[src/npc_pkg.sv]
// constants shared by the nand program/erase/status host controller
package npc_pkg;
	// -----------------------------------------------------------------
	// command codes
	// -----------------------------------------------------------------
	localparam logic [7:0] CMD_MAIN_READ = 8'h00;
	localparam logic [7:0] CMD_SECOND_HALF = 8'h01;
	localparam logic [7:0] CMD_SPARE_READ = 8'h50;
	localparam logic [7:0] CMD_DATA_IN = 8'h80;
	localparam logic [7:0] CMD_PROG_CONFIRM = 8'h10;
	localparam logic [7:0] CMD_ERASE_SETUP = 8'h60;
	localparam logic [7:0] CMD_ERASE_CONFIRM = 8'hD0;
	localparam logic [7:0] CMD_STATUS = 8'h70;
	localparam logic [7:0] CMD_IDENTIFY = 8'h90;
	localparam logic [7:0] CMD_RESET = 8'hFF;
	localparam logic [7:0] ID_ADDR = 8'h00;
	// -----------------------------------------------------------------
	// status byte layout and reset value
	// -----------------------------------------------------------------
	localparam int ST_FAIL_BIT = 0;
	localparam int ST_READY_BIT = 6;
	localparam int ST_UNPROT_BIT = 7;
	localparam logic [7:0] ST_RESET_VAL = 8'hC0;
	// -----------------------------------------------------------------
	// geometry
	// -----------------------------------------------------------------
	localparam int PAGE_BYTES = 528;
	localparam int ERASE_ADDR_LO = 14;
	localparam int ROW_ADDR_LO = 9;
	// partial programs allowed on one page between erases
	localparam logic [1:0] MAIN_PARTIAL_MAX = 2'h2;
	localparam logic [1:0] SPARE_PARTIAL_MAX = 2'h3;
	// -----------------------------------------------------------------
	// strobe timing in ns at 200 MHz
	// -----------------------------------------------------------------
	localparam int CLK_NS = 5;
	localparam int STROBE_NS = 25;
	localparam int STROBE_CYC = (STROBE_NS + CLK_NS - 1) / CLK_NS;
	// operation codes at the user port
	typedef enum logic [2:0] {
		NPC_OP_PROGRAM,
		NPC_OP_ERASE,
		NPC_OP_STATUS,
		NPC_OP_IDENTIFY,
		NPC_OP_RESET
	} npc_op_t;
endpackage
[src/npc_host.sv]
// host-side sequencer driving a nand flash through its command pins
// Function
// - program: data-input command, three address cycles, then the data bytes.
// - end of program seen on ready/busy only; status then read with its own command.
// - erase: setup, two block address cycles, confirm; 16K-byte blocks.
// - host re-issues a read command after status at the start of each program.
// - identify command, address zero, then maker and part codes read.
// - at most 2 main and 3 spare partial programs between erases, counted for the last programmed page only.
module npc_host
	import npc_pkg::*;
#(
	parameter int MAX_BYTES = PAGE_BYTES
) (
	// clock and reset
	input wire logic i_clk,
	input wire logic i_reset_n,
	// user command port
	input wire logic i_start,
	input wire npc_op_t i_op,
	input wire logic [24:0] i_addr,
	input wire logic [9:0] i_len,
	input wire logic i_spare,
	input wire logic i_wp_release,
	output logic o_busy,
	output logic o_done,
	output logic o_fail,
	output logic [7:0] o_status,
	output logic [7:0] o_id_maker,
	output logic [7:0] o_id_part,
	// write data stream, one byte per accept
	input wire logic [7:0] i_wdata,
	output logic o_wready,
	// flash pins
	output logic o_cle,
	output logic o_ale,
	output logic o_chip_sel_n,
	output logic o_write_strobe_n,
	output logic o_read_strobe_n,
	output logic o_write_protect_n,
	input wire logic [7:0] i_io,
	output logic [7:0] o_io,
	output logic o_io_oe,
	input wire logic i_ready_busy
);
	// refuse a page size or strobe length that the counters cannot serve
	if (MAX_BYTES < 1 || MAX_BYTES > PAGE_BYTES || STROBE_CYC < 1 || STROBE_CYC > 16) begin : g_bad_cfg
		$error("bad MAX_BYTES or STROBE_CYC");
	end

	// -----------------------------------------------------------------
	// reset release
	// -----------------------------------------------------------------
	logic rst_s1_q, rst_n;
	always_ff @(posedge i_clk or negedge i_reset_n) begin
		if (!i_reset_n) begin
			rst_s1_q <= 1'b0;
			rst_n <= 1'b0;
		end else begin
			rst_s1_q <= 1'b1;
			rst_n <= rst_s1_q;
		end
	end

	typedef enum logic [3:0] {
		S_IDLE, S_CMD, S_ADDR, S_DATA, S_CMD2, S_WAITBUSY, S_WAITRDY, S_READ, S_DONE
	} npc_state_t;

	typedef enum logic [1:0] {PH_SETUP, PH_LOW, PH_HIGH} npc_phase_t;

	// -----------------------------------------------------------------
	// sequencer state
	// -----------------------------------------------------------------
	npc_state_t st_q, st_d;
	npc_phase_t ph_q, ph_d;
	npc_op_t op_q, op_d;
	logic [3:0] tcnt_q, tcnt_d;
	logic [1:0] idx_q, idx_d;
	logic [9:0] left_q, left_d;
	logic [24:0] addr_q, addr_d;
	logic [7:0] byte_q, byte_d;
	logic [7:0] status_q, status_d;
	logic [7:0] maker_q, maker_d;
	logic [7:0] part_q, part_d;
	logic done_q, done_d;
	logic fail_q, fail_d;
	logic wp_n_q, wp_n_d;
	logic cle_q, cle_d, ale_q, ale_d, we_n_q, we_n_d, re_n_q, re_n_d, oe_q, oe_d;
	logic stb_done;
	logic [1:0] n_addr;
	logic [7:0] first_cmd;
	logic [15:0] page_q, page_d;
	logic [1:0] main_cnt_q, main_cnt_d, spare_cnt_q, spare_cnt_d;
	logic over_q, over_d;
	logic spare_q, spare_d;
	logic same_page;
	logic [1:0] main_used, spare_used;

	assign stb_done = (tcnt_q == 4'(STROBE_CYC - 1));
	// only the last programmed page is tracked; interleaved pages are not guarded
	assign same_page = (i_addr[24:ROW_ADDR_LO] == page_q);
	assign main_used = same_page ? main_cnt_q : 2'h0;
	assign spare_used = same_page ? spare_cnt_q : 2'h0;

	// address cycle count and opening command per operation
	always_comb begin
		n_addr = 2'd0;
		first_cmd = CMD_STATUS;
		unique case (op_q)
			NPC_OP_PROGRAM: begin
				n_addr = 2'd3;
				first_cmd = CMD_DATA_IN;
			end
			NPC_OP_ERASE: begin
				n_addr = 2'd2;
				first_cmd = CMD_ERASE_SETUP;
			end
			NPC_OP_IDENTIFY: begin
				n_addr = 2'd1;
				first_cmd = CMD_IDENTIFY;
			end
			NPC_OP_RESET: first_cmd = CMD_RESET;
			NPC_OP_STATUS: first_cmd = CMD_STATUS;
		endcase
	end

	// next-state logic: each bus cycle is setup, strobe low, strobe high
	always_comb begin
		st_d = st_q;
		ph_d = ph_q;
		op_d = op_q;
		tcnt_d = stb_done ? 4'd0 : tcnt_q + 4'd1;
		idx_d = idx_q;
		left_d = left_q;
		addr_d = addr_q;
		byte_d = byte_q;
		status_d = status_q;
		maker_d = maker_q;
		part_d = part_q;
		done_d = 1'b0;
		fail_d = fail_q;
		wp_n_d = wp_n_q;
		cle_d = cle_q;
		ale_d = ale_q;
		we_n_d = we_n_q;
		re_n_d = re_n_q;
		oe_d = oe_q;
		page_d = page_q;
		main_cnt_d = main_cnt_q;
		spare_cnt_d = spare_cnt_q;
		over_d = over_q;
		spare_d = spare_q;
		o_wready = 1'b0;
		unique case (st_q)
			S_IDLE: begin
				tcnt_d = 4'd0;
				if (i_start) begin
					op_d = i_op;
					addr_d = i_addr;
					left_d = (i_len > 10'(MAX_BYTES)) ? 10'(MAX_BYTES) : i_len;
					wp_n_d = i_wp_release;
					idx_d = 2'd0;
					ph_d = PH_SETUP;
					st_d = S_CMD;
					spare_d = i_spare;
					over_d = 1'b0;
					// partial program budget of the last programmed page
					if (i_op == NPC_OP_PROGRAM) begin
						page_d = i_addr[24:ROW_ADDR_LO];
						main_cnt_d = main_used + {1'b0, !i_spare};
						spare_cnt_d = spare_used + {1'b0, i_spare};
						if (i_spare ? (spare_used == SPARE_PARTIAL_MAX) :
							(main_used == MAIN_PARTIAL_MAX)) begin
							// refused without any strobe to the flash, reported as a failure
							over_d = 1'b1;
							wp_n_d = 1'b0;
							main_cnt_d = main_used;
							spare_cnt_d = spare_used;
							st_d = S_DONE;
						end
					end else if (i_op == NPC_OP_ERASE &&
						i_addr[24:ERASE_ADDR_LO] == page_q[15:ERASE_ADDR_LO-ROW_ADDR_LO]) begin
						// erasing the tracked page's block restores its budget
						main_cnt_d = 2'h0;
						spare_cnt_d = 2'h0;
					end
				end
			end
			S_CMD, S_CMD2, S_ADDR, S_DATA: begin
				if (ph_q == PH_SETUP) begin
					if (st_q == S_CMD) begin
						// pointer command first, so this program's data pointer is not stuck in status
						byte_d = first_cmd;
						if (op_q == NPC_OP_PROGRAM && idx_q == 2'd0) begin
							byte_d = spare_q ? CMD_SPARE_READ : CMD_MAIN_READ;
						end
					end else if (st_q == S_CMD2) begin
						byte_d = (op_q == NPC_OP_ERASE) ? CMD_ERASE_CONFIRM : CMD_PROG_CONFIRM;
					end else if (st_q == S_ADDR) begin
						unique case (op_q)
							NPC_OP_IDENTIFY: byte_d = ID_ADDR;
							// block address starts at bit 14
							NPC_OP_ERASE: byte_d = (idx_q == 2'd0) ?
								addr_q[ERASE_ADDR_LO-5 +: 8] & 8'hE0 :
								addr_q[ERASE_ADDR_LO+3 +: 8];
							default: byte_d = (idx_q == 2'd0) ? addr_q[7:0] :
								(idx_q == 2'd1) ? addr_q[ROW_ADDR_LO +: 8] :
								addr_q[ROW_ADDR_LO+8 +: 8];
						endcase
					end else if (tcnt_q == 4'd0) begin
						// one accept per byte, at the first setup cycle
						o_wready = 1'b1;
						byte_d = i_wdata;
					end
					cle_d = (st_q == S_CMD) || (st_q == S_CMD2);
					ale_d = (st_q == S_ADDR);
					oe_d = 1'b1;
					if (stb_done) begin
						ph_d = PH_LOW;
						we_n_d = 1'b0;
					end
				end else if (ph_q == PH_LOW) begin
					if (stb_done) begin
						// rising write strobe latches the byte
						we_n_d = 1'b1;
						ph_d = PH_HIGH;
					end
				end else if (stb_done) begin
					ph_d = PH_SETUP;
					cle_d = 1'b0;
					ale_d = 1'b0;
					oe_d = 1'b0;
					if (st_q == S_CMD && op_q == NPC_OP_PROGRAM && idx_q == 2'd0) begin
						idx_d = 2'd1;
					end else if (st_q == S_CMD) begin
						idx_d = 2'd0;
						if (n_addr != 2'd0) st_d = S_ADDR;
						else if (op_q == NPC_OP_RESET) st_d = S_WAITBUSY;
						else st_d = S_READ;
					end else if (st_q == S_ADDR) begin
						idx_d = idx_q + 2'd1;
						if (idx_q + 2'd1 == n_addr) begin
							idx_d = 2'd0;
							st_d = (op_q == NPC_OP_PROGRAM) ? ((left_q != 10'd0) ? S_DATA : S_CMD2) :
								(op_q == NPC_OP_ERASE) ? S_CMD2 : S_READ;
						end
					end else if (st_q == S_DATA) begin
						// byte count bounded by page size
						left_d = left_q - 10'd1;
						if (left_q == 10'd1) st_d = S_CMD2;
					end else begin
						st_d = S_WAITBUSY;
					end
				end
			end
			S_WAITBUSY: begin
				// wait for busy low, bounded so a quick reset is not missed
				if (!i_ready_busy || stb_done) st_d = S_WAITRDY;
			end
			S_WAITRDY: begin
				tcnt_d = 4'd0;
				// end of operation from the ready/busy pin
				if (i_ready_busy) begin
					// status must be asked for with its own command before the read
					st_d = (op_q == NPC_OP_RESET) ? S_DONE : S_CMD;
					op_d = (op_q == NPC_OP_RESET) ? op_q : NPC_OP_STATUS;
					idx_d = 2'd0;
					ph_d = PH_SETUP;
				end
			end
			S_READ: begin
				// status or id driven after read strobe falls
				if (ph_q == PH_SETUP) begin
					if (stb_done) begin
						re_n_d = 1'b0;
						ph_d = PH_LOW;
					end
				end else if (ph_q == PH_LOW) begin
					if (stb_done) begin
						re_n_d = 1'b1;
						ph_d = PH_HIGH;
						if (op_q == NPC_OP_IDENTIFY) begin
							if (idx_q == 2'd0) maker_d = i_io;
							else part_d = i_io;
						end else begin
							// capture status, bit 0 is the fail flag
							status_d = i_io;
						end
					end
				end else if (stb_done) begin
					ph_d = PH_SETUP;
					idx_d = idx_q + 2'd1;
					if (op_q != NPC_OP_IDENTIFY || idx_q == 2'd1) st_d = S_DONE;
				end
			end
			S_DONE: begin
				// a ready status with fail bit set, or a refused program
				fail_d = (status_q[ST_FAIL_BIT] && status_q[ST_READY_BIT]) || over_q;
				done_d = 1'b1;
				wp_n_d = 1'b0;
				st_d = S_IDLE;
			end
			default: st_d = S_IDLE;
		endcase
	end

	// sequencer registers
	always_ff @(posedge i_clk or negedge rst_n) begin
		if (!rst_n) begin
			st_q <= S_IDLE;
			ph_q <= PH_SETUP;
			op_q <= NPC_OP_STATUS;
			tcnt_q <= 4'd0;
			idx_q <= 2'd0;
			left_q <= 10'd0;
			addr_q <= 25'd0;
			byte_q <= 8'h00;
			status_q <= ST_RESET_VAL;
			maker_q <= 8'h00;
			part_q <= 8'h00;
			done_q <= 1'b0;
			fail_q <= 1'b0;
			wp_n_q <= 1'b0;
			cle_q <= 1'b0;
			ale_q <= 1'b0;
			we_n_q <= 1'b1;
			re_n_q <= 1'b1;
			oe_q <= 1'b0;
			page_q <= 16'h0000;
			main_cnt_q <= 2'h0;
			spare_cnt_q <= 2'h0;
			over_q <= 1'b0;
			spare_q <= 1'b0;
		end else begin
			st_q <= st_d;
			ph_q <= ph_d;
			op_q <= op_d;
			tcnt_q <= tcnt_d;
			idx_q <= idx_d;
			left_q <= left_d;
			addr_q <= addr_d;
			byte_q <= byte_d;
			status_q <= status_d;
			maker_q <= maker_d;
			part_q <= part_d;
			done_q <= done_d;
			fail_q <= fail_d;
			wp_n_q <= wp_n_d;
			cle_q <= cle_d;
			ale_q <= ale_d;
			we_n_q <= we_n_d;
			re_n_q <= re_n_d;
			oe_q <= oe_d;
			page_q <= page_d;
			main_cnt_q <= main_cnt_d;
			spare_cnt_q <= spare_cnt_d;
			over_q <= over_d;
			spare_q <= spare_d;
		end
	end

	// pin and user outputs, from flip-flops except wready and the chip select and busy decodes of st_q
	assign o_cle = cle_q;
	assign o_ale = ale_q;
	assign o_chip_sel_n = (st_q == S_IDLE);
	assign o_write_strobe_n = we_n_q;
	assign o_read_strobe_n = re_n_q;
	assign o_write_protect_n = wp_n_q;
	assign o_io = byte_q;
	assign o_io_oe = oe_q;
	assign o_busy = (st_q != S_IDLE);
	assign o_done = done_q;
	assign o_fail = fail_q;
	assign o_status = status_q;
	assign o_id_maker = maker_q;
	assign o_id_part = part_q;
endmodule

[config.mk]
export PLATFORM = sky130hd
export DESIGN_NAME = npc_host
export DESIGN_NICKNAME = d
export VERILOG_FILES = /design/src/npc_pkg.sv /design/src/npc_host.sv
export SDC_FILE = /design/constraint.sdc
export NUM_CORES = 1
export LEC_CHECK = 0
export BUFFER_PORTS_ARGS = -buffer_cell sky130_fd_sc_hd__buf_4
export CORE_MARGIN = 2
export CORE_UTILIZATION = 57
export DETAILED_ROUTE_END_ITERATION = 8
export PLACE_DENSITY = 0.85
export SETUP_SLACK_MARGIN = 0.3
export SYNTH_ARGS = -nofsm -noshare
export SYNTH_HDL_FRONTEND = slang
export SYNTH_SLANG_ARGS = --single-unit
[constraint.sdc]
create_clock -name i_clk -period 4.31 [get_ports i_clk]
set_clock_uncertainty 0.15 [all_clocks]
set_input_delay 0.6465 -clock i_clk [delete_from_list [all_inputs] [get_ports i_clk]]
set_output_delay 0.6465 -clock i_clk [all_outputs]
set_load 0.03 [all_outputs]
# After elaboration in Yosys (flattened, before gate mapping)
# Index checks and enable logic that the tools add are counted.
dict set report totals {
  register_bits 114
  latchBits 0
  ram_bits 0
  romBits 0
  input_bits 60
  out_inout_bits 43
  elab_cells 230
  memories 0
}
dict set report op_classes {
  add_sub_neg 5
  n_mul 0
  n_div 0
  order_cmp 1
  n_eq_ne 45
  shift 0
  mux 102
  bitwise_logic 3
  reduce_logical 48
}
# operator n
set ops {}
lappend ops {{10-bit two-way mux} 9}
lappend ops {{4-bit two-way mux} 21}
lappend ops {{8-bit two-way mux} 9}
lappend ops {{2-bit two-way mux} 26}
lappend ops {{8-bit one-hot mux with 5 select lines} 1}
lappend ops {{2-bit inequality test (second input constant)} 18}
lappend ops {{1-bit two-way mux} 21}
lappend ops {{4-bit by 3-bit equality test with 1-bit output (second input constant)} 5}
lappend ops {{10-bit one-hot mux with 2 select lines} 1}
lappend ops {{4-bit one-hot mux with 5 select lines} 1}
lappend ops {{3-bit two-way mux} 6}
lappend ops {{16-bit equality test} 1}
lappend ops {{8-bit one-hot mux with 2 select lines} 1}
lappend ops {{4-bit AND reduction} 4}
lappend ops {{2-bit nonzero test} 7}
lappend ops {{13-bit AND reduction} 1}
lappend ops {{2-bit one-hot mux with 3 select lines} 2}
lappend ops {{3-bit AND reduction} 4}
lappend ops {{6-bit AND reduction} 2}
lappend ops {{4-bit nonzero test} 3}
lappend ops {{11-bit equality test} 1}
lappend ops {{10-bit by 1-bit equality test with 1-bit output (second input constant)} 1}
lappend ops {{10-bit greater-than comparator (second input constant)} 1}
lappend ops {{10-bit AND reduction} 1}
lappend ops {{36 further kinds} 57}

# Logic depth before layout (Yosys ltp)
# Gate-level depths: netlist (run 1).
dict set report depth {
  ltp_word 11
  ltp_mapped 10
  ltp_nobuf 8
}

# Worst setup path before layout (run 1)
# No wires, ideal clock.
dict set report synth_timing {
  path_type {flip-flop to output port}
  from {reg st_q[1]}
  to {out o_wready}
  t_arrival_ns 2.208
  required_ns 3.513
  path_slack_ns 1.306
  path_stages_with_launch 6
  n_path_buf 1
  path_cell_list {dfrtp_1 buf_4 nor4b_2 a21oi_2 nor2_1 nor4b_1}
}
dict set report synth_between {
  elab_chain_cells 6
  elab_cells_between_ends 10
  cone_classes {eq/ne (4); mux (5); reduce/logical (1)}
}
# element line
set synth_lines {}
lappend synth_lines {{start, declared} npc_host.sv:73} ;# npc_state_t st_q, st_d;
lappend synth_lines {{start signal, assigned} npc_host.sv:334} ;# st_q <= st_d;
lappend synth_lines {{4-bit by 2-bit equality test with 1-bit output} {npc_host.sv:153, npc_host.sv:198}}
lappend synth_lines {{1-bit two-way mux} npc_host.sv:198} ;# end else if (st_q == S_ADDR) begin
lappend synth_lines {{1-bit two-way mux} npc_host.sv:196} ;# end else if (st_q == S_CMD2) begin
lappend synth_lines {{1-bit two-way mux} npc_host.sv:190} ;# if (st_q == S_CMD) begin
lappend synth_lines {{1-bit two-way mux} npc_host.sv:189} ;# if (ph_q == PH_SETUP) begin
lappend synth_lines {{1-bit two-way mux (*)} npc_host.sv:153} ;# unique case (st_q)
lappend synth_lines {{end, declared} npc_host.sv:32} ;# output logic o_wready,
# Every way passes the cells marked *; elsewhere a longest branch is shown, timed or not.

# Final worst setup path (run 1)
dict set report layout_timing {
  from {reg st_q[2]}
  to {out o_wready}
}
# The elaborated chain is that of the path after synthesis.

==> out/metrics.yaml, run 1 <==
run_status:
  status: "finished clean"
sta:
  period_minus_slack_ns: 3.59
  slew_headroom: 0.172
  min_period_over_period: 0.833
  grt_setup_unrepaired: "false"
  drv_slew: 0
  tightestPinTransition_ns: 1.23
  finalSetupViolations: 0
  finalSetupTns_ns: 0
  hold_viol: 0
  clock.fmax_ghz: 0.278
power:
  powerDensity_mw_per_mm2: 735
  p_leak_nw: 3.53
  power.total_mw: 5.55
  vdd_drop_max_uv: 399
global_route:
  grt-ovfl-total: 0
  grt_max_degree: 82
  grt_util_all_layers: 0.284
  grt_pass1_vias: 5343
  antenna_found_initial: 0
  grt_pass1_wl_mm: 25.9
synth:
  synthArstFlopShare: 1.00
  ys.flop_type: "dfrtp_1"
  synthTopCellsByArea: "dfrtp_1 (44%), nand2_1 (6.7%), mux2_1 (4.9%)"
  synthDominantCellAreaShare: 0.439
  syn_nets: 714
  synth-seq-cells: 113
  synth.distinct_cells: 77
  synth_top_area_cell: "dfrtp_1"
  syn_inst: 645
  synth_area_per_cell_sq_um: 9.55
  ys_seq_area_frac: 0.460
  syn_area_sq_mm: 0.00616
  synthTopCellsByCount: "nand2_1 (110), dfrtp_1 (108), nor2_1 (46), a21oi_1 (27), mux2_1 (27)"
  synth-edff-count: 0
  yosysWarnings: 0
  synth.most_common_cell: "nand2_1"
drt:
  wire_per_inst_microns: 17.8
  vias: 5342
  avgViaCountPerCell: 6.04
  drcViolationCount: 0
  dr.pass1.iters: 5
  initialDrtViolationCount: 379
  drt-total-wl_mm: 15.7
  detail-route-antenna-nets: 0
clock_tree:
  clk_pin_slew_ns: 0.06
  cts_made_buffers: 17
  clockBufferDepth: 2
  cts_root_buf: "clkbuf_8"
  clkLatencyLatePin_ns: 0.53
  cts_tree: "built"
  post-cts-setup-buffers: 0
  cts_sinks: 113
  ctsHtreeMaxLevel: 4
floorplan:
  core_sq_mm: 0.0104
  pin_count: 103
  die_w_microns: 108
  die_y_microns: 108
  num_rows: 37
  start_util: 0.591
  die_area_sq_mm: 0.0116
hold_path:
  whs_path_depth: 3
  min_path_type: "input port to flip-flop"
  hold_end: "addr_q[4]$_DFFE_PN0P_"
  worstHoldStart: "i_addr[4]"
setup_path:
  crit_type: "flip-flop to primary output"
  worstPathArrival_ns: 2.80
  r2r_end: "o_id_maker[7]$_DFFE_PN0P_"
  worst_setup_path_end_kind: "primary output"
  cp_max_fo: 23
  r2r_slack_ns: 1.39
  r2r_start: "st_q[2]$_DFFE_PN0P_"
  required_ns: 3.51
  cp-start-kind: "flip-flop"
  reg2reg_depth: 5
place:
  gp_congestion: 0.967
  portBuffers: 101
  place_inst: 851
  placed_area_sq_mm: 0.00697
  dp_hpwl_mm: 11.0
final_layout:
  layout.nets: 804
  n_antenna_cell: 0
  area_delta_synth_final_pct: 22.5
  design_area_sq_mm: 0.00754
  stdcell_count: 884
  final_layout_size_suffix_gt1_frac: 0.231
  utilization: 0.724
flow_run:
  maxCapViolations: 0
## layout by cell type (no fill, tap or decap), drive strengths merged, types with 4 or more instances in the layout
master	Yosys	routed
nor2b	4	4
nor3b	6	6
or2	4	4
nor3	15	15
a221o	6	6
nor4b	4	4
o21ai	42	42
nand2	110	110
dfstp	5	5
o22ai	5	5
ha	9	9
a32oi	5	5
a31oi	8	8
clkbuf	25	17
nand4	5	5
mux2	45	45
buf	10	105
or3	4	4
nor4	8	8
o311ai	5	5
nand2b	9	9
dfrtp	108	108
nor2	47	47
xor2	16	16
inv	23	31
a21oi	28	28
o31ai	6	6
and2	4	4
and3	7	7
o211ai	5	5
a22oi	5	5
nand3	7	7
xnor2	4	4
mux2i	7	7
## area by class of cell
cell class	instances	area, sq um
clock buffers	17	414
clock inverters	15	148
fillers	751	2880
inverters	23	86.3
multi-input cells	474	3090
flip-flops and latches	113	2840
well taps	136	170
repair buffers	106	798
## where the power goes
group | switching [mW] | internal [mW]
combinational | 1.36 | 0.931
clock | 0.552 | 0.780
sequential | 0.451 | 1.47
total | 2.36 | 3.18
## registers in the layout, summed over array words and instances, names as in the netlist, 2 cells and up
name,count
addr_q,24
page_q,16
left_q,10
o_id_maker,8
o_id_part,8
o_io,8
o_status,8
st_q,4
tcnt_q,4
op_q,3
idx_q,2
main_cnt_q,2
ph_q,2
spare_cnt_q,2
## routing by layer
metal  track usage  vias up  share of wire
li1              -     2487              -
met1         0.365     2601           0.43
met2         0.457      210           0.48
met3        0.0681       44          0.063
met5             0        -              0
met4         0.129        0          0.029
## how the worst max path moves through the flow
stage / slack (ns) / end / from
5_1_grt: 0.57 / o_wready / st_q[2]$_DFFE_PN0P_
3_5_place_dp: 1.27 / o_wready / st_q[2]$_DFFE_PN0P_
4_1_cts: 0.72 / o_wready / st_q[2]$_DFFE_PN0P_
6_report: 0.72 / o_wready / st_q[2]$_DFFE_PN0P_
3_3_place_gp: 1.26 / o_wready / st_q[2]$_DFFE_PN0P_
2_1_floorplan: 0.79 / addr_q[0]$_DFFE_PN0P_ / rst_n$_DFF_PN0_
## metrics by stage
stage,setup WS [ns],hold slack (ns)
6_report,0.718,0.167
5_1_grt,0.567,0.162
4_1_cts,0.719,0.155
3_5_place_dp,1.27,0.188
3_3_place_gp,1.26,0.187
2_1_floorplan,0.788,0.181
## worst max-delay path, stage by stage, from the launching register on
cell	delay, ns
dfrtp_1	0.84
nor4b_2	0.56
a21oi_2	0.04
buf_4	0.22
nor2_1	0.13
nor4b_1	0.26
buf_4	0.22
## cell families after synthesis
group / synth area share
and+or+nand+nor: 0.194
AOI/OAI and AO/OA: 0.161
DFF: 0.460
buffers and inverters: 0.0384
muxes: 0.0986
xor gates and xnor gates: 0.0284
adders and majority gates: 0.0183
other: 0.000609
## repair_timing
action / CTS / global route
gates resized for setup: 0 / 0
hold buffers: 1 / 0
endpoints found under the hold margin: 2 / 0
No activity file was read; power rests on OpenSTA's default activity.
==> inputs of run 2 (changes only) <==
==> constraint.sdc (replaced) <==
create_clock -name i_clk -period 3.6 [get_ports i_clk]
set_clock_uncertainty 0.15 [all_clocks]
set_input_delay 0.54 -clock i_clk [delete_from_list [all_inputs] [get_ports i_clk]]
set_output_delay 0.54 -clock i_clk [all_outputs]
set_load 0.03 [all_outputs]
==> out/metrics.yaml, run 2 (synthesis gave the netlist of run 1 again) <==
sta:
  finalSetupViolations: 0  # unchanged
  clock.fmax_ghz: 0.326
  tightestPinTransition_ns: 1.08  # was 1.23 ns
  min_period_over_period: 0.852
  drv_slew: 0  # unchanged
  whs_ns: 0.0793  # was 0.167 ns
  hold_viol: 0  # unchanged
  grt_setup_unrepaired: "false"  # unchanged
  period_minus_slack_ns: 3.07
  slew_headroom: 0.274  # was 0.172
  finalSetupTns_ns: 0  # unchanged
clock_tree:
  clk_pin_slew_ns: 0.06  # about the same
  cts_root_buf: "clkbuf_8"  # unchanged
  ctsHtreeMaxLevel: 4  # unchanged
  cts_sinks: 113  # unchanged
  cts_made_buffers: 17  # unchanged
  clkLatencyLatePin_ns: 0.50  # was 0.53 ns
  cts_tree: "built"  # unchanged
  clockBufferDepth: 2  # unchanged
power:
  powerDensity_mw_per_mm2: 887  # was 735 mW/mm^2
  power.total_mw: 6.78  # was 5.55 mW
  vdd_drop_max_uv: 475  # was 399 uV
  p_leak_nw: 3.56  # was 3.53 nW
final_layout:
  regMostFlops: "addr_q"  # unchanged
  layout.nets: 807  # was 804
  design_area_sq_mm: 0.00764  # was 0.00754 sq mm
  stdcell_count: 886  # was 884
  largest_register_ffs: 24  # unchanged
  n_antenna_cell: 0  # unchanged
  area_delta_synth_final_pct: 24.1  # was 22.5%
  reg_top3: "addr_q x24, page_q x16, left_q x10"  # unchanged
  final_cell_mix: "nand2_1 (110), buf_4 (107), dfrtp_1 (103)"  # was nand2_1 (110), dfrtp_1 (107), buf_4 (105)
  nFillCells: 702  # was 751
  layout_commonest_cell: "nand2_1"  # unchanged
  final_layout_size_suffix_gt1_frac: 0.239  # was 0.231
setup_path:
  path_cells: "or2_1 -> a21oi_4 -> nor2_1 -> nor4b_1 -> buf_4"  # was nor4b_2 -> a21oi_2 -> buf_4 -> nor2_1 -> nor4b_1 -> buf_4
  max_stage_delay_ns: 0.55  # was 0.84 ns
  crit_type: "flip-flop to primary output"  # unchanged
  path_delay_family: "simple AND/OR/NAND/NOR gates"  # unchanged
  worstPathArrival_ns: 2.38  # was 2.80 ns
  worst_setup_path_end_kind: "primary output"  # unchanged
  critPathSlowestCell: "dfrtp_2"  # was dfrtp_1
  critPathBufInv: 1  # was 2
  cp_max_fo: 19  # was 23
  required_ns: 2.91  # was 3.51 ns
  cp-start-kind: "flip-flop"  # unchanged
floorplan:
  core_sq_mm: 0.0104  # unchanged
  pin_count: 103  # unchanged
  start_util: 0.591  # unchanged
  die_y_microns: 108  # unchanged
  die_area_sq_mm: 0.0116  # unchanged
  die_w_microns: 108  # unchanged
  num_rows: 37  # unchanged
place:
  placed_area_sq_mm: 0.00700  # was 0.00697 sq mm
  gp_congestion: 0.938  # was 0.967
  place_inst: 853  # was 851
  portBuffers: 101  # unchanged
  dp_hpwl_mm: 11.1  # was 11.0 mm
global_route:
  grt_pass1_wl_mm: 25.6  # was 25.9 mm
  grt_util_all_layers: 0.280  # was 0.284
  antenna_found_initial: 0  # unchanged
  grt_max_degree: 63  # was 82
  grt_pass1_vias: 5281  # was 5343
  grt-ovfl-total: 0  # unchanged
drt:
  initialDrtViolationCount: 373  # was 379
  vias: 5380  # was 5342
  drcViolationCount: 0  # unchanged
  detail-route-antenna-nets: 0  # unchanged
  avgViaCountPerCell: 6.07  # was 6.04
  dr.pass1.iters: 5  # unchanged
  wire_per_inst_microns: 17.5  # was 17.8 microns
  drt-total-wl_mm: 15.5  # was 15.7 mm
hold_path:
  min_path_type: "input port to flip-flop"  # unchanged
run_status:
  status: "finished clean"  # unchanged
flow_run:
  maxCapViolations: 0  # unchanged
run 2: changes by cell type in the layout (fill, tap and decap cells not counted), moves of 2 or more:
| cell | change |
|---|---|
| buf_4 | +2 |
| bufinv_16 | +2 |
| clkbuf_8 | +2 |
| clkinvlp_4 | +2 |
| dfrtp_1 | -4 |
| dfrtp_2 | +4 |
| inv_6 | -6 |
run 2: timing repair:
action | 4_1_cts | 5_1_grt
endpoints found under the hold margin | 2 | 0
buffers inserted | 0 | 1
pin swaps | 0 | 1
resized for setup | 2 | 5
hold buffers | 1 | 0
setup endpoints to repair | 1 | 1
run 2: worst register-to-register path, stage by stage (launching register included):
cell	delay, ns
dfrtp_1	0.41
inv_1	0.09
ha_1	0.19
nand3b_1	0.24
nor2_1	0.32
and3_1	0.27
nor3b_4	0.58
mux2_4	0.37
run 2: stage by stage:
step,setup WS [ns],util
2_1_floorplan,0.702,-
3_3_place_gp,0.777,0.672
3_5_place_dp,0.748,0.672
4_1_cts,0.410,0.732
5_1_grt,0.395,0.734
6_report,0.532,0.734
run 2: per-layer routing:
| layer | share of wire | up-vias | global-route usage |
|---|---|---|---|
| met5 | 0 | - | 0 |
| met4 | 0.022 | 0 | 0.112 |
| met3 | 0.054 | 29 | 0.0482 |
| met2 | 0.49 | 202 | 0.462 |
| met1 | 0.43 | 2657 | 0.371 |
| li1 | - | 2492 | - |
run 2: cell type report:
| cell class | count | area, sq um | area share |
|---|---|---|---|
| repair buffers | 109 | 833 | 0.109 |
| flip-flops and latches | 113 | 2840 | 0.372 |
| clock inverters | 12 | 159 | 0.0208 |
| multi-input cells | 474 | 3110 | 0.407 |
| clock buffers | 19 | 442 | 0.0578 |
| inverters | 23 | 86.3 | 0.0113 |
| well taps | 136 | 170 | 0.0223 |
run 2: power breakdown:
part | switching, mW | internal, mW
clock network | 0.599 | 1.09
logic | 1.66 | 1.13
registers | 0.529 | 1.77
run 2: path summary, 6_finish.rpt:
| check | startpoint | endpoint | slack [ns] | cells past startpoint |
|---|---|---|---|---|
| hold / removal | i_addr[3] | addr_q[3]$_DFFE_PN0P_ | 0.08 | 3 |
| max in group asynchronous | rst_n$_DFF_PN0_ | op_q[1]$_DFFE_PN1P_ | 2.33 | 1 |
| min in group asynchronous | i_reset_n | rst_s1_q$_DFF_PN0_ | 0.20 | 2 |
| setup / recovery | st_q[0]$_DFFE_PN0P_ | o_wready | 0.53 | 5 |
| setup reg to reg | tcnt_q[0]$_DFF_PN0_ | o_id_part[2]$_DFFE_PN0P_ | 0.87 | 7 |
| hold reg to reg | rst_n$_DFF_PN0_ | st_q[0]$_DFFE_PN0P_ | 0.20 | 0 |
